==> config.mk <==
export PLATFORM = sky130hd
export DESIGN_NAME = external_pin_interrupts
export DESIGN_NICKNAME = d
export VERILOG_FILES = /design/src/ext_irq_pkg.sv /design/src/channel_sense.sv /design/src/external_pin_interrupts.sv
export SDC_FILE = /design/constraint.sdc
export NUM_CORES = 1
export LEC_CHECK = 0
export ABC_AREA = 1
export BUFFER_PORTS_ARGS = -buffer_cell sky130_fd_sc_hd__buf_2
export CAP_MARGIN = 5
export CORE_ASPECT_RATIO = 0.8
export CORE_MARGIN = 2
export CORE_UTILIZATION = 40
export CTS_BUF_LIST = sky130_fd_sc_hd__clkbuf_4 sky130_fd_sc_hd__clkbuf_8
export DETAILED_ROUTE_END_ITERATION = 7
export GPL_TIMING_DRIVEN = 0
export SYNTH_ARGS = -nofsm -noshare
export SYNTH_HDL_FRONTEND = slang
export SYNTH_SLANG_ARGS = --single-unit
==> constraint.sdc <==
create_clock -name clk -period 2 [get_ports clk]
set_clock_uncertainty 0.2 [all_clocks]
set_input_delay 0.4 -clock clk [delete_from_list [all_inputs] [get_ports clk]]
set_output_delay 0.4 -clock clk [all_outputs]
set_load 0.01 [all_outputs]
==> src/ext_irq_pkg.sv <==
// Constants, types and reset values shared by the external pin interrupt logic
package ext_irq_pkg;
    localparam int CLK_PERIOD_NS = 40;
    localparam int WDT_PERIOD_NS = 1000;    // Nominal watchdog oscillator period

    // Start-up delays picked by the fuses, least times rounded up
    localparam int SUT0_NS = 4000;
    localparam int SUT1_NS = 16000;
    localparam int SUT2_NS = 32000;
    localparam int SUT3_NS = 64000;
    localparam int DLY_W   = 11;
    localparam logic [DLY_W-1:0] SUT0_CYC = DLY_W'((SUT0_NS + CLK_PERIOD_NS - 1) / CLK_PERIOD_NS);
    localparam logic [DLY_W-1:0] SUT1_CYC = DLY_W'((SUT1_NS + CLK_PERIOD_NS - 1) / CLK_PERIOD_NS);
    localparam logic [DLY_W-1:0] SUT2_CYC = DLY_W'((SUT2_NS + CLK_PERIOD_NS - 1) / CLK_PERIOD_NS);
    localparam logic [DLY_W-1:0] SUT3_CYC = DLY_W'((SUT3_NS + CLK_PERIOD_NS - 1) / CLK_PERIOD_NS);

    // Register byte addresses
    localparam logic [7:0] SENSE_ADR = 8'h00;
    localparam logic [7:0] MASK_ADR  = 8'h04;
    localparam logic [7:0] FLAG_ADR  = 8'h08;
    localparam logic [7:0] CTRL_ADR  = 8'h0c;
    localparam logic [7:0] STAT_ADR  = 8'h10;

    // Control register fields
    localparam int CTRL_GIE_BIT  = 0;
    localparam int CTRL_MODE_LSB = 1;
    localparam logic [1:0] MODE_ACTIVE  = 2'h0;
    localparam logic [1:0] MODE_IDLE    = 2'h1;
    localparam logic [1:0] MODE_PDOWN   = 2'h2;
    localparam logic [1:0] MODE_STANDBY = 2'h3;

    // Sense select codes
    localparam logic [1:0] SENSE_LOW  = 2'h0;
    localparam logic [1:0] SENSE_ANY  = 2'h1;
    localparam logic [1:0] SENSE_FALL = 2'h2;
    localparam logic [1:0] SENSE_RISE = 2'h3;

    typedef enum logic [2:0] {
        ST_RUN    = 3'h1,
        ST_SAMPLE = 3'h2,
        ST_START  = 3'h4
    } wake_state_t;

    typedef struct packed {
        logic [2:0] sync;
        logic       filt;
        logic       prev;
        logic       edge_hit;
    } chan_state_t;

    typedef struct packed {
        logic [7:0]       sense;
        logic [3:0]       mask;
        logic [3:0]       flags;
        logic             gie;
        logic [1:0]       mode;
        wake_state_t      st;
        logic             lowcnt;
        logic [DLY_W-1:0] dly;
        logic [2:0]       wdt_sync;
        logic             wdt_filt;
        logic             wdt_prev;
        logic             ack;
        logic [31:0]      dat;
        logic [3:0]       irq;
        logic             wake;
    } core_state_t;

    localparam chan_state_t CHAN_RST = '{sync: 3'h7, filt: 1'b1, prev: 1'b1, edge_hit: 1'b0};
    localparam core_state_t CORE_RST = '{sense: 8'h00, mask: 4'h0, flags: 4'h0, gie: 1'b0,
        mode: MODE_ACTIVE, st: ST_RUN, lowcnt: 1'b0, dly: '0, wdt_sync: 3'h0, wdt_filt: 1'b0,
        wdt_prev: 1'b0, ack: 1'b0, dat: 32'h0000_0000, irq: 4'h0, wake: 1'b0};
endpackage

==> src/channel_sense.sv <==
// One request pin: synchroniser, filtered level and edge detector
`timescale 1ns/100ps
`default_nettype none
module channel_sense
    import ext_irq_pkg::*;
(
    input  wire logic       clk,
    input  wire logic       nrst,
    input  wire logic       pin,
    input  wire logic [1:0] sense,
    input  wire logic       io_run,
    output logic            level,
    output logic            edge_hit
);
    chan_state_t r;
    chan_state_t n;

    // A change counts only once the second and third stages agree
    always_comb begin
        n = r;
        n.sync = {r.sync[1:0], pin};
        if (r.sync[2] == r.sync[1]) begin
            n.filt = r.sync[2];
        end
        n.prev = r.filt;
        // Without the I/O clock no edge is seen at all
        case (sense)
            SENSE_ANY:  n.edge_hit = io_run & (r.filt ^ r.prev);
            SENSE_FALL: n.edge_hit = io_run & r.prev & ~r.filt;
            SENSE_RISE: n.edge_hit = io_run & ~r.prev & r.filt;
            default:    n.edge_hit = 1'b0;
        endcase
    end

    // Pins idle high so the filter starts out high
    always_ff @(posedge clk or negedge nrst) begin
        if (!nrst) begin
            r <= CHAN_RST;
        end else begin
            r <= n;
        end
    end

    assign level    = r.filt;
    assign edge_hit = r.edge_hit;

    filt_agree_a: assert property (@(posedge clk) disable iff (!nrst)
        (r.sync[2] == r.sync[1]) |=> (r.filt == $past(r.sync[2])))
        else $error("filtered level missed an agreed sample");
    pulse_caught_a: assert property (@(posedge clk) disable iff (!nrst)
        (io_run && sense == SENSE_FALL && $fell(r.filt)) |=> edge_hit)
        else $error("falling edge not reported");
endmodule
`default_nettype wire

==> src/external_pin_interrupts.sv <==
// Four-channel external pin interrupt logic with Wishbone registers and wake-up qualifier
`timescale 1ns/100ps
`default_nettype none
module external_pin_interrupts
    import ext_irq_pkg::*;
(
    input  wire logic        clk,
    input  wire logic        nrst,
    input  wire logic        cyc_i,
    input  wire logic        stb_i,
    input  wire logic        we_i,
    input  wire logic [7:0]  adr_i,
    input  wire logic [3:0]  sel_i,
    input  wire logic [31:0] dat_i,
    output logic [31:0]      dat_o,
    output logic             ack_o,
    input  wire logic [3:0]  ext_irq_pins,
    input  wire logic [3:0]  pin_drive_en,
    input  wire logic [3:0]  pin_drive_val,
    input  wire logic        wdt_osc,
    input  wire logic [1:0]  startup_time_fuses,
    input  wire logic [3:0]  irq_ack,
    output logic [3:0]       irq_req,
    output logic             wake_req
);
    core_state_t      r;
    core_state_t      n;
    logic [3:0]       pad;
    logic [3:0]       level;
    logic [3:0]       hit;
    logic [3:0]       lvl_mask;
    logic [3:0]       enabled;
    logic [3:0]       set_v;
    logic [3:0]       clr_v;
    logic             io_run;
    logic             sleeping;
    logic             tick;
    logic             lvl_arm;
    logic             req;
    logic             wr;
    logic [DLY_W-1:0] sut_cyc;

    // A driven pin is seen at its driven value, so software can raise requests
    assign pad = (pin_drive_en & pin_drive_val) | (~pin_drive_en & ext_irq_pins);

    // I/O clock runs only when awake or in Idle
    assign io_run   = (r.mode == MODE_ACTIVE) || (r.mode == MODE_IDLE);
    assign sleeping = ~io_run;

    // One detector per request pin
    genvar gi;
    generate
        for (gi = 0; gi < 4; gi++) begin : g_chan
            channel_sense u_chan (
                .clk      (clk),
                .nrst     (nrst),
                .pin      (pad[gi]),
                .sense    (r.sense[2*gi +: 2]),
                .io_run   (io_run),
                .level    (level[gi]),
                .edge_hit (hit[gi])
            );
            assign lvl_mask[gi] = (r.sense[2*gi +: 2] == SENSE_LOW);
        end
    endgenerate

    // Start-up delay chosen by the fuses
    always_comb begin
        case (startup_time_fuses)
            2'h0:    sut_cyc = SUT0_CYC;
            2'h1:    sut_cyc = SUT1_CYC;
            2'h2:    sut_cyc = SUT2_CYC;
            default: sut_cyc = SUT3_CYC;
        endcase
    end

    // Whole next state
    always_comb begin
        n        = r;
        req      = cyc_i & stb_i & ~r.ack;
        wr       = req & we_i & sel_i[0];
        enabled  = r.mask & {4{r.gie}};
        lvl_arm  = |(enabled & lvl_mask & ~level);
        n.ack    = req;
        n.wake   = 1'b0;

        // Watchdog oscillator is another clock: three stages, agreement filter
        n.wdt_sync = {r.wdt_sync[1:0], wdt_osc};
        if (r.wdt_sync[2] == r.wdt_sync[1]) begin
            n.wdt_filt = r.wdt_sync[2];
        end
        n.wdt_prev = r.wdt_filt;
        tick       = r.wdt_filt & ~r.wdt_prev;

        // Register writes take effect at the edge that raises ack
        clr_v = irq_ack;
        if (wr) begin
            case (adr_i)
                SENSE_ADR: n.sense = dat_i[7:0];
                MASK_ADR:  n.mask  = dat_i[3:0];
                FLAG_ADR:  clr_v   = irq_ack | dat_i[3:0];
                CTRL_ADR: begin
                    n.gie  = dat_i[CTRL_GIE_BIT];
                    n.mode = dat_i[CTRL_MODE_LSB +: 2];
                end
                default: ;
            endcase
        end

        // Set beats clear; flags stay clear while a channel senses level
        set_v   = hit & ~lvl_mask;
        n.flags = ((r.flags & ~clr_v) | set_v) & ~lvl_mask;

        // Wake qualifier runs on clk alone, never on the halted I/O clock
        case (r.st)
            ST_RUN: begin
                n.lowcnt = 1'b0;
                if (sleeping) begin
                    n.st = ST_SAMPLE;
                end
            end
            ST_SAMPLE: begin
                if (!sleeping) begin
                    n.st = ST_RUN;
                end else if (tick) begin
                    if (lvl_arm && r.lowcnt) begin
                        n.st  = ST_START;
                        n.dly = sut_cyc;
                    end else begin
                        n.lowcnt = lvl_arm;
                    end
                end
            end
            ST_START: begin
                // Wake completes even if the level has gone meanwhile
                if (r.dly <= DLY_W'(1)) begin
                    n.st   = ST_RUN;
                    n.mode = MODE_ACTIVE;
                    n.wake = 1'b1;
                end else begin
                    n.dly = r.dly - DLY_W'(1);
                end
            end
            default: n.st = ST_RUN;
        endcase

        // Level requests only while the I/O clock runs (Active or Idle), so a vanished level raises nothing
        for (int i = 0; i < 4; i++) begin
            if (lvl_mask[i]) begin
                n.irq[i] = enabled[i] & ~level[i] & io_run;
            end else begin
                n.irq[i] = enabled[i] & r.flags[i];
            end
        end

        // Read data is captured with ack; unmapped words read zero
        if (req && !we_i) begin
            case (adr_i)
                SENSE_ADR: n.dat = {24'h0, r.sense};
                MASK_ADR:  n.dat = {28'h0, r.mask};
                FLAG_ADR:  n.dat = {28'h0, r.flags};
                CTRL_ADR:  n.dat = {29'h0, r.mode, r.gie};
                STAT_ADR:  n.dat = {24'h0, 1'b0, r.st, level};
                default:   n.dat = 32'h0000_0000;
            endcase
        end
    end

    always_ff @(posedge clk or negedge nrst) begin
        if (!nrst) begin
            r <= CORE_RST;
        end else begin
            r <= n;
        end
    end

    assign dat_o    = r.dat;
    assign ack_o    = r.ack;
    assign irq_req  = r.irq;
    assign wake_req = r.wake;

    // Checks next to the logic they guard
    ack_single_a: assert property (@(posedge clk) disable iff (!nrst)
        r.ack |=> !r.ack)
        else $error("ack held longer than one cycle");
    flag_level_a: assert property (@(posedge clk) disable iff (!nrst)
        ##1 ((r.flags & $past(lvl_mask)) == 4'h0))
        else $error("flag set on a level-sensed channel");
    flag_set_a: assert property (@(posedge clk) disable iff (!nrst)
        (|set_v) |=> ((r.flags & $past(set_v)) == $past(set_v)))
        else $error("detected edge did not set its flag");
    irq_gate_a: assert property (@(posedge clk) disable iff (!nrst)
        !r.gie |=> (r.irq == 4'h0))
        else $error("request passed with global enable off");
    level_hold_a: assert property (@(posedge clk) disable iff (!nrst)
        (lvl_mask[3] && enabled[3] && !level[3] && io_run) [*3] |=> r.irq[3])
        else $error("held low level stopped requesting");
    asleep_edge_a: assert property (@(posedge clk) disable iff (!nrst)
        (sleeping ##1 sleeping) |=> ((r.flags & ~$past(r.flags)) == 4'h0))
        else $error("edge flag set with I/O clock stopped");
    two_samples_a: assert property (@(posedge clk) disable iff (!nrst)
        (r.st == ST_SAMPLE && !(tick && r.lowcnt)) |=> (r.st != ST_START))
        else $error("start-up began without two low samples");
    // The load bounds the count and every cycle must shrink it, so wake comes in time
    wake_load_a: assert property (@(posedge clk) disable iff (!nrst)
        $rose(r.st == ST_START) |-> (r.dly == $past(sut_cyc)))
        else $error("start-up count not loaded from the fuses");
    wake_end_a: assert property (@(posedge clk) disable iff (!nrst)
        (r.st == ST_START) |=> (r.wake || (r.st == ST_START && r.dly < $past(r.dly))))
        else $error("wake did not follow the start-up delay");
    wake_mode_a: assert property (@(posedge clk) disable iff (!nrst)
        r.wake |-> (r.mode == MODE_ACTIVE && $past(r.st) == ST_START))
        else $error("wake pulse without active mode");

    wake_cov: cover property (@(posedge clk) disable iff (!nrst) r.wake);
    flag_cov: cover property (@(posedge clk) disable iff (!nrst) |set_v);
    level_cov: cover property (@(posedge clk) disable iff (!nrst) |(r.irq & lvl_mask));
endmodule
`default_nettype wire

After elaboration in Yosys (flattened, before gate mapping)
Cells that the tools add are included.
- output and inout bits: 38
- logic and storage cells: 184
- register bits after elaboration: 101
- input bits: 68
- bitwise gates (word level): 66
- add/sub/neg operators: 1
- muxes and demuxes: 29
- equal/unequal tests: 36
- $lt $le $gt $ge: 1
- reductions and logical operators: 20
- operator list (kind ; count):
    8-bit case mux with 5 select lines ; 1
    1-bit AND ; 37
    11-bit case mux with 3 select lines ; 1
    4-bit AND ; 8
    11-bit two-way mux ; 2
    11-bit case mux with 2 select lines ; 1
    2-bit == test (second input constant) ; 9
    8-bit by 4-bit == test with 1-bit output (second input constant) ; 2
    4-bit inverter ; 4
    15-bit two-way mux ; 1
    2-bit inequality test (second input constant) ; 7
    2-bit by 1-bit == test with 1-bit output (second input constant) ; 6
    2-bit zero test ; 6
    12-bit two-way mux ; 1
    4-bit OR ; 3
    1-bit case mux with 3 select lines ; 4
    11-bit by 1-bit less-or-equal comparator with 1-bit output (second input constant) ; 1
    11-bit by 1-bit subtractor with 11-bit output (second input constant) ; 1
    1-bit inverter ; 10
    3-bit two-way mux ; 3
    3-bit case mux with 3 select lines ; 1
    8-bit by 3-bit == test with 1-bit output (second input constant) ; 1
    8-bit by 5-bit == test with 1-bit output (second input constant) ; 1
    8-bit zero test ; 1
    other kinds (19) ; 41

Longest topological paths before layout
Gate-level depths: netlist of run 1.
- word-level depth: 9
- depth in mapped cells: 10
- mapped depth without buffers: 10

Modules after synthesis
A second synthesis of run 1 with hierarchy kept.
- cell total of the unflattened synthesis: 509
- area total of the unflattened synthesis: 4055.1 sq um
- by module, submodules not included (module ; area each (sq um) ; cells an instance ; times used ; sequential area each (sq um)):
    external_pin_interrupts ; 3199.3 ; 429 ; 1 ; 1327.5
    channel_sense ; 214.0 ; 20 ; 4 ; 156.4

Least setup slack after synthesis of run 1
OpenSTA, ideal clock, no wires.
- path type: reg2reg
- start point: register r[43] (netlist name)
- end point: register r[47] (netlist name)
- clock period less this slack: 1.771 ns
- path buffers: 0
- data arrival time: 1.454 ns
- stages on the path, launching flop included: 11
- slack: 0.229 ns
- cell sequence: dfrtp_1 -> inv_1 -> ha_1 -> inv_1 -> or2_2 -> nor2_1 -> nand2_1 -> nand2_1 -> o21ai_0 -> nand3_1 -> nand2_1
- cells in the longest elaborated chain, start to end: 3
- elaborated cells between the ends (all ways): 6
- ends and longest elaborated chain (item ; line ; source):
    start: declaration ; external_pin_interrupts.sv:26 ; core_state_t r;
    start signal: assignment ; external_pin_interrupts.sv:173 ; r <= n;
    11-bit by 1-bit subtractor with 11-bit output or 11-bit by 1-bit less-or-equal comparator with 1-bit output (tied branches) ; external_pin_interrupts.sv:141, external_pin_interrupts.sv:136 ;
    11-bit two-way mux or 2-bit inequality test (tied branches) ; -- ;
    11-bit case mux with 2 select lines or 5-bit AND reduction (tied branches) ; -- ;
Several ways; a longest one is shown, not always the timed one. The select of a mux whose other input is x is not followed.
A chain may end at the register's enable or synchronous reset.

Worst setup path after layout of run 1
Ends and elaborated chain as after synthesis.

==> results of run 1 <==
final cells by class:
type	count	share of cell area (%)
sequential	77	40.17
timing repair buffer	57	6.588
inverter	53	4.092
clock inverter	3	1.853
tap	136	3.500
buffer	43	6.588
clock buffer	13	3.551
multi-input combinational	323	33.66
power by group through the flow:
| stage | combinational [mW] | sequential (mW) | clock, mW |
|---|---|---|---|
| after CTS | 1.53 | 2.03 | 1.55 |
| after floorplan | 1.18 | 2.00 | 0 |
| final | 1.56 | 2.03 | 1.51 |
| after global routing | 1.78 | 2.07 | 1.62 |
| after global placement | 1.47 | 2.05 | 0 |
| after detailed placement | 1.51 | 2.06 | 0 |
synthesized netlist by cell type (2+ instances only):
| cell type | n | share of area, % |
|---|---|---|
| a2111oi_0 | 4 | 0.87 |
| a21oi_1 | 16 | 2.0 |
| a31oi_1 | 2 | 0.31 |
| buf_2 | 3 | 0.37 |
| buf_4 | 37 | 6.9 |
| clkbuf_1 | 2 | 0.19 |
| dfrtp_1 | 56 | 35 |
| dfstp_2 | 21 | 14 |
| ha_1 | 6 | 1.9 |
| inv_1 | 48 | 4.5 |
| inv_2 | 5 | 0.47 |
| maj3_1 | 5 | 1.2 |
| mux2_2 | 4 | 1.1 |
| nand2_1 | 123 | 12 |
| nand2_2 | 5 | 0.78 |
| nand2_8 | 2 | 1.0 |
| nand3_1 | 30 | 3.7 |
| nand3b_1 | 2 | 0.37 |
| nand4_1 | 7 | 1.1 |
| nor2_1 | 42 | 3.9 |
| nor2_2 | 3 | 0.47 |
| nor2_4 | 2 | 0.56 |
| nor3_1 | 2 | 0.25 |
| nor3_2 | 2 | 0.50 |
| o21ai_0 | 20 | 2.5 |
| o21ai_1 | 7 | 0.87 |
| o21bai_1 | 2 | 0.37 |
| o32ai_1 | 4 | 0.87 |
| or2_2 | 4 | 0.62 |
sequential cells by signal (all words and copies together) (netlist names):
register and flops:
ack_o 1, dat_o 8, g_chan.u_chan.edge_hit 4, g_chan.u_chan.level 4, g_chan.u_chan.n 8, g_chan.u_chan.r 8, irq_req 4, n 3
r 36, wake_req 1
final timing paths:
| check | cells after the start | start | endpoint |
|---|---|---|---|
| min | 2 | pin_drive_val[1] | g_chan[1].u_chan.n[4] |
| max | 10 | r[43] | r[47] |
| min in group asynchronous | 2 | nrst | r[64] |
| max reg2reg | 10 | r[43] | r[47] |
| max in group asynchronous | 3 | nrst | g_chan[2].u_chan.level |
| min reg2reg | 0 | n[41] | n[42] |
what timing repair did:
action / in CTS / in global routing
resized for setup: 1 / 4
hold buffers: 2 / 0
endpoints found under the hold margin: 17 / 0
endpoints found under the setup margin: 1 / 2
gates cloned: 0 / 0
critical path: cells and delay by family, from the launching register on:
kind                       cells  cell delay (ns)
and+or+nand+nor                6             0.67
DFF                            1             0.43
buffers and inverters          2             0.21
adders and majority gates      1             0.17
AOI/OAI and AO/OA              1             0.07
through the flow:
stage          power [mW]  instance area (um^2)  util [%]  setup TNS, ns
2_1_floorplan       3.181                  4091         -              0
3_3_place_gp        3.522                  4532     46.77         -13.75
3_5_place_dp        3.564                  4562     47.08        -0.7378
4_1_cts             5.101                  4847     50.03              0
5_1_grt             5.462                  4862     50.18              0
6_report            5.102                  4862     50.18              0
logic make-up after synthesis:
| group | Yosys count | synth area share (%) |
|---|---|---|
| and+or+nand+nor | 226 | 25.55 |
| buffers and inverters | 96 | 12.96 |
| DFF | 77 | 48.77 |
| AOI/OAI and AO/OA | 58 | 8.372 |
| adders and majority gates | 11 | 3.124 |
| muxes | 4 | 1.125 |
| other | 1 | 0.09363 |
per-layer routing:
| metal | routed length [um] | share of wire [%] | vias up |
|---|---|---|---|
| met5 | 0 | 0 | - |
| met4 | 159 | 1.8 | 0 |
| met3 | 599 | 6.8 | 12 |
| met2 | 3779 | 43 | 104 |
| met1 | 4310 | 49 | 1472 |
| li1 | - | - | 1637 |
==> flow_metrics.py, run 1 <==
metrics = {
    "final_layout": {
        "fin_cells": 705,
        "layout_common_cells": "nand2_1 (123), buf_2 (56), dfrtp_1 (56)",
        "seq_area_mm2": 0.001953,
        "diodes": 0,
        "fin_nets": 638,
        "layout_commonest_cell": "nand2_1",
        "syn_to_final_growth_pct": 21.40,
        "final_layout_size_suffix_gt1_share_pct": 29.17,
        "multi_input_area_mm2": 0.001637,
        "fill_cells": 955,
    },
    "timing": {
        "max-slew-margin-rel_pct": 59.92,
        "worst_slew_pin_slew_ns": 0.5990,
        "finalHoldViolations": 0,
        "final_min_period_over_clock_period_pct": 93.43,
        "drv_slew": 0,
        "fin_ws_ns": 0.1315,
        "clock.fmax_ghz": 0.5352,
        "report.final.setup_viol": 0,
        "whs_ns": 0.07749,
        "period_needed_ns": 1.869,
        "grt_setup_unrepaired": "false",
    },
    "global_route": {
        "top_usage_layer": "met1",
        "first_global_vias": 3072,
        "antenna_found_initial": 0,
        "grt_max_degree": 48,
        "grt-ovfl-total": 0,
        "grt_pass1_wl_um": 14820,
        "grtUsageTotal_pct": 17.92,
        "use_met3_pct": 4.925,
        "gr-usage-met2_pct": 25.34,
        "gr-usage-met1_pct": 26.02,
    },
    "min_path": {
        "min_path_type": "in2reg",
    },
    "route": {
        "postRouteWirelength_um": 8848,
        "wl_per_cell_um": 12.55,
        "drt_iter0_drc": 146,
        "drc": 0,
        "viasPerCell": 4.574,
        "num_vias": 3225,
        "postRouteAntennaNets": 0,
        "dr.pass1.iters": 4,
    },
    "synthesis": {
        "yosysSeqAreaShare_pct": 48.77,
        "ys.flop_type": "dfrtp_1",
        "async_flop_share_pct": 100.0,
        "yosysUniqueCellTypes": 36,
        "synth_area_per_cell_um2": 8.467,
        "syn_area_mm2": 0.004005,
        "yosysWarnings": 0,
        "synthesis.instances": 473,
        "synth_edf_count": 0,
        "ys_ff_latch": 77,
    },
    "critical_path": {
        "worstSetupPathType": "reg2reg",
        "cp_max_fo": 5,
        "crit_chain": "inv_2 > ha_4 > inv_1 > or2_2 > nor2_2 > nand2_1 > nand2_1 > o21ai_0 > nand3_1 > nand2_1",
        "critical-path-max-stage-delay_ns": 0.43,
        "cp_common_cell": "nand2_1",
        "arrival_ns": 1.91,
        "critPathLaunchType": "flip-flop",
        "crit_required_ns": 2.04,
        "cp_slowest_cell": "dfrtp_1",
        "regToRegSetupSlack_ns": 0.13,
        "cp-end-kind": "flip-flop",
    },
    "power_and_ir_drop": {
        "power_density_mw_per_mm2": 1049,
        "p_comb_share_pct": 30.5,
        "netSwitchingPower_mw": 1.722,
        "switching_share_pct": 33.75,
        "peakVddDrop_v": 0.0006004,
        "internal_power_mw": 3.380,
        "leakagePower_nw": 2.557,
        "p_clk_share_pct": 29.6,
        "power_frac_seq_pct": 39.9,
    },
    "placement": {
        "io_buffer_count": 54,
        "place_hpwl_um": 6687,
        "place.gp.congestion": 0.8782,
        "dpl.cell_count": 687,
        "post-place-ws_ns": -0.1411,
    },
    "die": {
        "start_util_pct": 41.34,
        "core.rowCount": 32,
        "die_w_um": 115.9,
        "pin_count": 106,
        "die_h_um": 93.50,
        "dieArea_mm2": 0.01083,
        "coreArea_mm2": 0.009689,
    },
    "clock_network": {
        "cts_setup_buffers": 0,
        "cts_tree": "done",
        "clk_pin_slew_worst_paths_ns": 0.08,
        "clk_latency_ns": 0.35,
        "ctsRootBufferMaster": "clkbuf_8",
        "cts_buffers": 9,
        "cts_sinks": 77,
        "cts_buffer_depth": 2,
        "htree_levels": 3,
    },
    "run_status": {
        "status": "completed",
    },
    "run": {
        "max_cap_viol_count": 0,
    },
}
Note: power is estimated with default switching activity, not from simulation.
==> run 2, diff against run 1 <==
--- a/config.mk
+++ b/config.mk
@@ -7,7 +7,7 @@
 export LEC_CHECK = 0
 export ABC_AREA = 1
 export BUFFER_PORTS_ARGS = -buffer_cell sky130_fd_sc_hd__buf_2
-export CAP_MARGIN = 5
+export CAP_MARGIN = 30
 export CORE_ASPECT_RATIO = 0.8
 export CORE_MARGIN = 2
 export CORE_UTILIZATION = 40
==> constraint.sdc (replaced) <==
create_clock -name clk -period 2 [get_ports clk]
set_clock_uncertainty 0.2 [all_clocks]
set_input_delay 0.2 -clock clk [delete_from_list [all_inputs] [get_ports clk]]
set_output_delay 0.2 -clock clk [all_outputs]
set_load 0.01 [all_outputs]
==> run 2 against run 1 <==
Against the previous run: clock power about the same; critical path depth unchanged; design area up 4.3%; critical path type unchanged; largest power group unchanged.
==> flow_metrics.py, run 2 (synthesis results as in run 1) <==
metrics = {
    "run_status": {
        "status": "completed",
    },
    "timing": {
        "drv_slew": 0,
        "final_min_period_over_clock_period_pct": 93.25,
        "fin_ws_ns": 0.1351,
        "max-slew-margin-rel_pct": 60.04,
        "report.final.setup_viol": 0,
        "period_needed_ns": 1.865,
        "fin_tns_setup_ns": 0,
        "worst_slew_pin_slew_ns": 0.5972,
        "grt_setup_unrepaired": "false",
        "whs_ns": 0.02982,
        "finalHoldViolations": 0,
        "clock.fmax_ghz": 0.5362,
    },
    "die": {
        "start_util_pct": 41.34,
        "pin_count": 106,
        "core.rowCount": 32,
        "coreArea_mm2": 0.009689,
        "die_w_um": 115.9,
        "die_h_um": 93.50,
        "dieArea_mm2": 0.01083,
    },
    "placement": {
        "place_area_mm2": 0.004562,
        "io_buffer_count": 54,
        "place.gp.congestion": 0.8782,
        "post-place-ws_ns": 0.01614,
        "place_hpwl_um": 6687,
        "dpl.cell_count": 687,
    },
    "power_and_ir_drop": {
        "netSwitchingPower_mw": 1.729,
        "peakVddDrop_v": 0.0006015,
        "switching_share_pct": 33.66,
        "power_frac_seq_pct": 39.6,
        "leakagePower_nw": 2.645,
        "internal_power_mw": 3.408,
        "p_clk_share_pct": 29.4,
        "power_density_mw_per_mm2": 1013,
        "total_power_mw": 5.138,
        "p_comb_share_pct": 31.0,
    },
    "route": {
        "dr.pass1.iters": 4,
        "drc": 0,
        "num_vias": 3310,
        "viasPerCell": 4.559,
        "postRouteAntennaNets": 0,
        "drt_iter0_drc": 153,
        "wl_per_cell_um": 12.39,
        "postRouteWirelength_um": 8996,
    },
    "clock_network": {
        "clk_latency_ns": 0.35,
        "cts_buffer_depth": 2,
        "cts_tree": "done",
        "cts_setup_buffers": 0,
        "cts_buffers": 9,
        "ctsRootBufferMaster": "clkbuf_8",
        "cts_sinks": 77,
        "htree_levels": 3,
        "clk_pin_slew_worst_paths_ns": 0.08,
    },
    "final_layout": {
        "layout_commonest_cell": "nand2_1",
        "final_layout_size_suffix_gt1_share_pct": 28.14,
        "layout_common_cells": "nand2_1 (123), buf_2 (56), dfrtp_1 (56)",
        "largest_reg_flops": 36,
        "diodes": 0,
        "final_area_mm2": 0.005072,
        "syn_to_final_growth_pct": 26.65,
        "fill_cells": 940,
        "final_util_pct": 52.35,
        "regMostFlops": "r",
        "fin_nets": 659,
        "fin_cells": 726,
    },
    "critical_path": {
        "arrival_ns": 1.91,
        "cp_slowest_cell": "dfrtp_1",
        "critical-path-max-stage-delay_ns": 0.43,
        "crit_chain": "inv_2 > ha_4 > inv_1 > or2_2 > nor2_2 > nand2_1 > nand2_1 > o21ai_0 > nand3_1 > nand2_1",
        "critPathLaunchType": "flip-flop",
        "cp-end-kind": "flip-flop",
        "crit_required_ns": 2.04,
        "cp_common_cell": "nand2_1",
        "cp_top_family": "simple AND/OR/NAND/NOR gates",
        "cp_max_fo": 5,
        "worstSetupPathType": "reg2reg",
        "critPathBufInv": 2,
    },
    "global_route": {
        "gr-usage-met1_pct": 26.19,
        "grtUsageTotal_pct": 18.17,
        "grt_max_degree": 48,
        "grt-ovfl-total": 0,
        "antenna_found_initial": 0,
        "first_global_vias": 3118,
        "gr-usage-met2_pct": 26.02,
        "grt_pass1_wl_um": 15060,
        "top_usage_layer": "met1",
        "use_met3_pct": 4.861,
    },
    "run": {
        "max_cap_viol_count": 0,
    },
    "min_path": {
        "min_path_type": "in2reg",
    },
}
-- run 2: changes by cell type in the layout (fill, tap and decap cells not counted) --
| cell | change |
|---|---|
| dlygate4sd3_1 | +21 |
-- run 2: final cells by class --
type | count | area (um^2) | area share [%]
Tap cell | 136 | 170.2 | 3.355
Sequential cell | 77 | 1953 | 38.51
Clock buffer | 13 | 172.7 | 3.404
Inverter | 53 | 198.9 | 3.922
Clock inverter | 3 | 90.09 | 1.776
Timing Repair Buffer | 78 | 530.5 | 10.46
Multi-Input combinational cell | 323 | 1637 | 32.26
Buffer | 43 | 320.3 | 6.315
-- run 2: path summary, 6_finish.rpt --
path,start,endpoint,slack (ns),cells past startpoint
max in group asynchronous,nrst,g_chan[2].u_chan.n[4],0.83,3
setup / recovery,r[43],r[47],0.14,10
setup reg to reg,r[43],r[47],0.14,10
min in group asynchronous,nrst,r[64],0.14,2
hold reg to reg,n[41],n[42],0.16,0
hold / removal,stb_i,ack_o,0.03,5
-- run 2: tightest hold or removal path, delay by kind of cell --
family | cells | cell delay (ns)
simple gates | 2 | 0.15
buf+inv | 3 | 0.18
-- run 2: per-layer routing --
layer	part of all wire [%]	vias up
met4	1.9	0
met1	48	1507
met5	0	-
li1	-	1676
met2	43	113
met3	7.4	14
-- run 2: what timing repair did --
action / CTS / global route
hold endpoints to repair: 95 / 0
resized for setup: 1 / 4
setup endpoints to repair: 1 / 2
hold buffers: 23 / 0
pin swaps: 0 / 0
-- run 2: power by group through the flow --
stage | combinational (mW) | clock [mW] | sequential, mW
finish | 1.59 | 1.51 | 2.03
global route | 1.82 | 1.62 | 2.07
CTS | 1.56 | 1.55 | 2.03
detailed placement | 1.51 | 0 | 2.06
global placement | 1.47 | 0 | 2.05
floorplan | 1.18 | 0 | 2.00
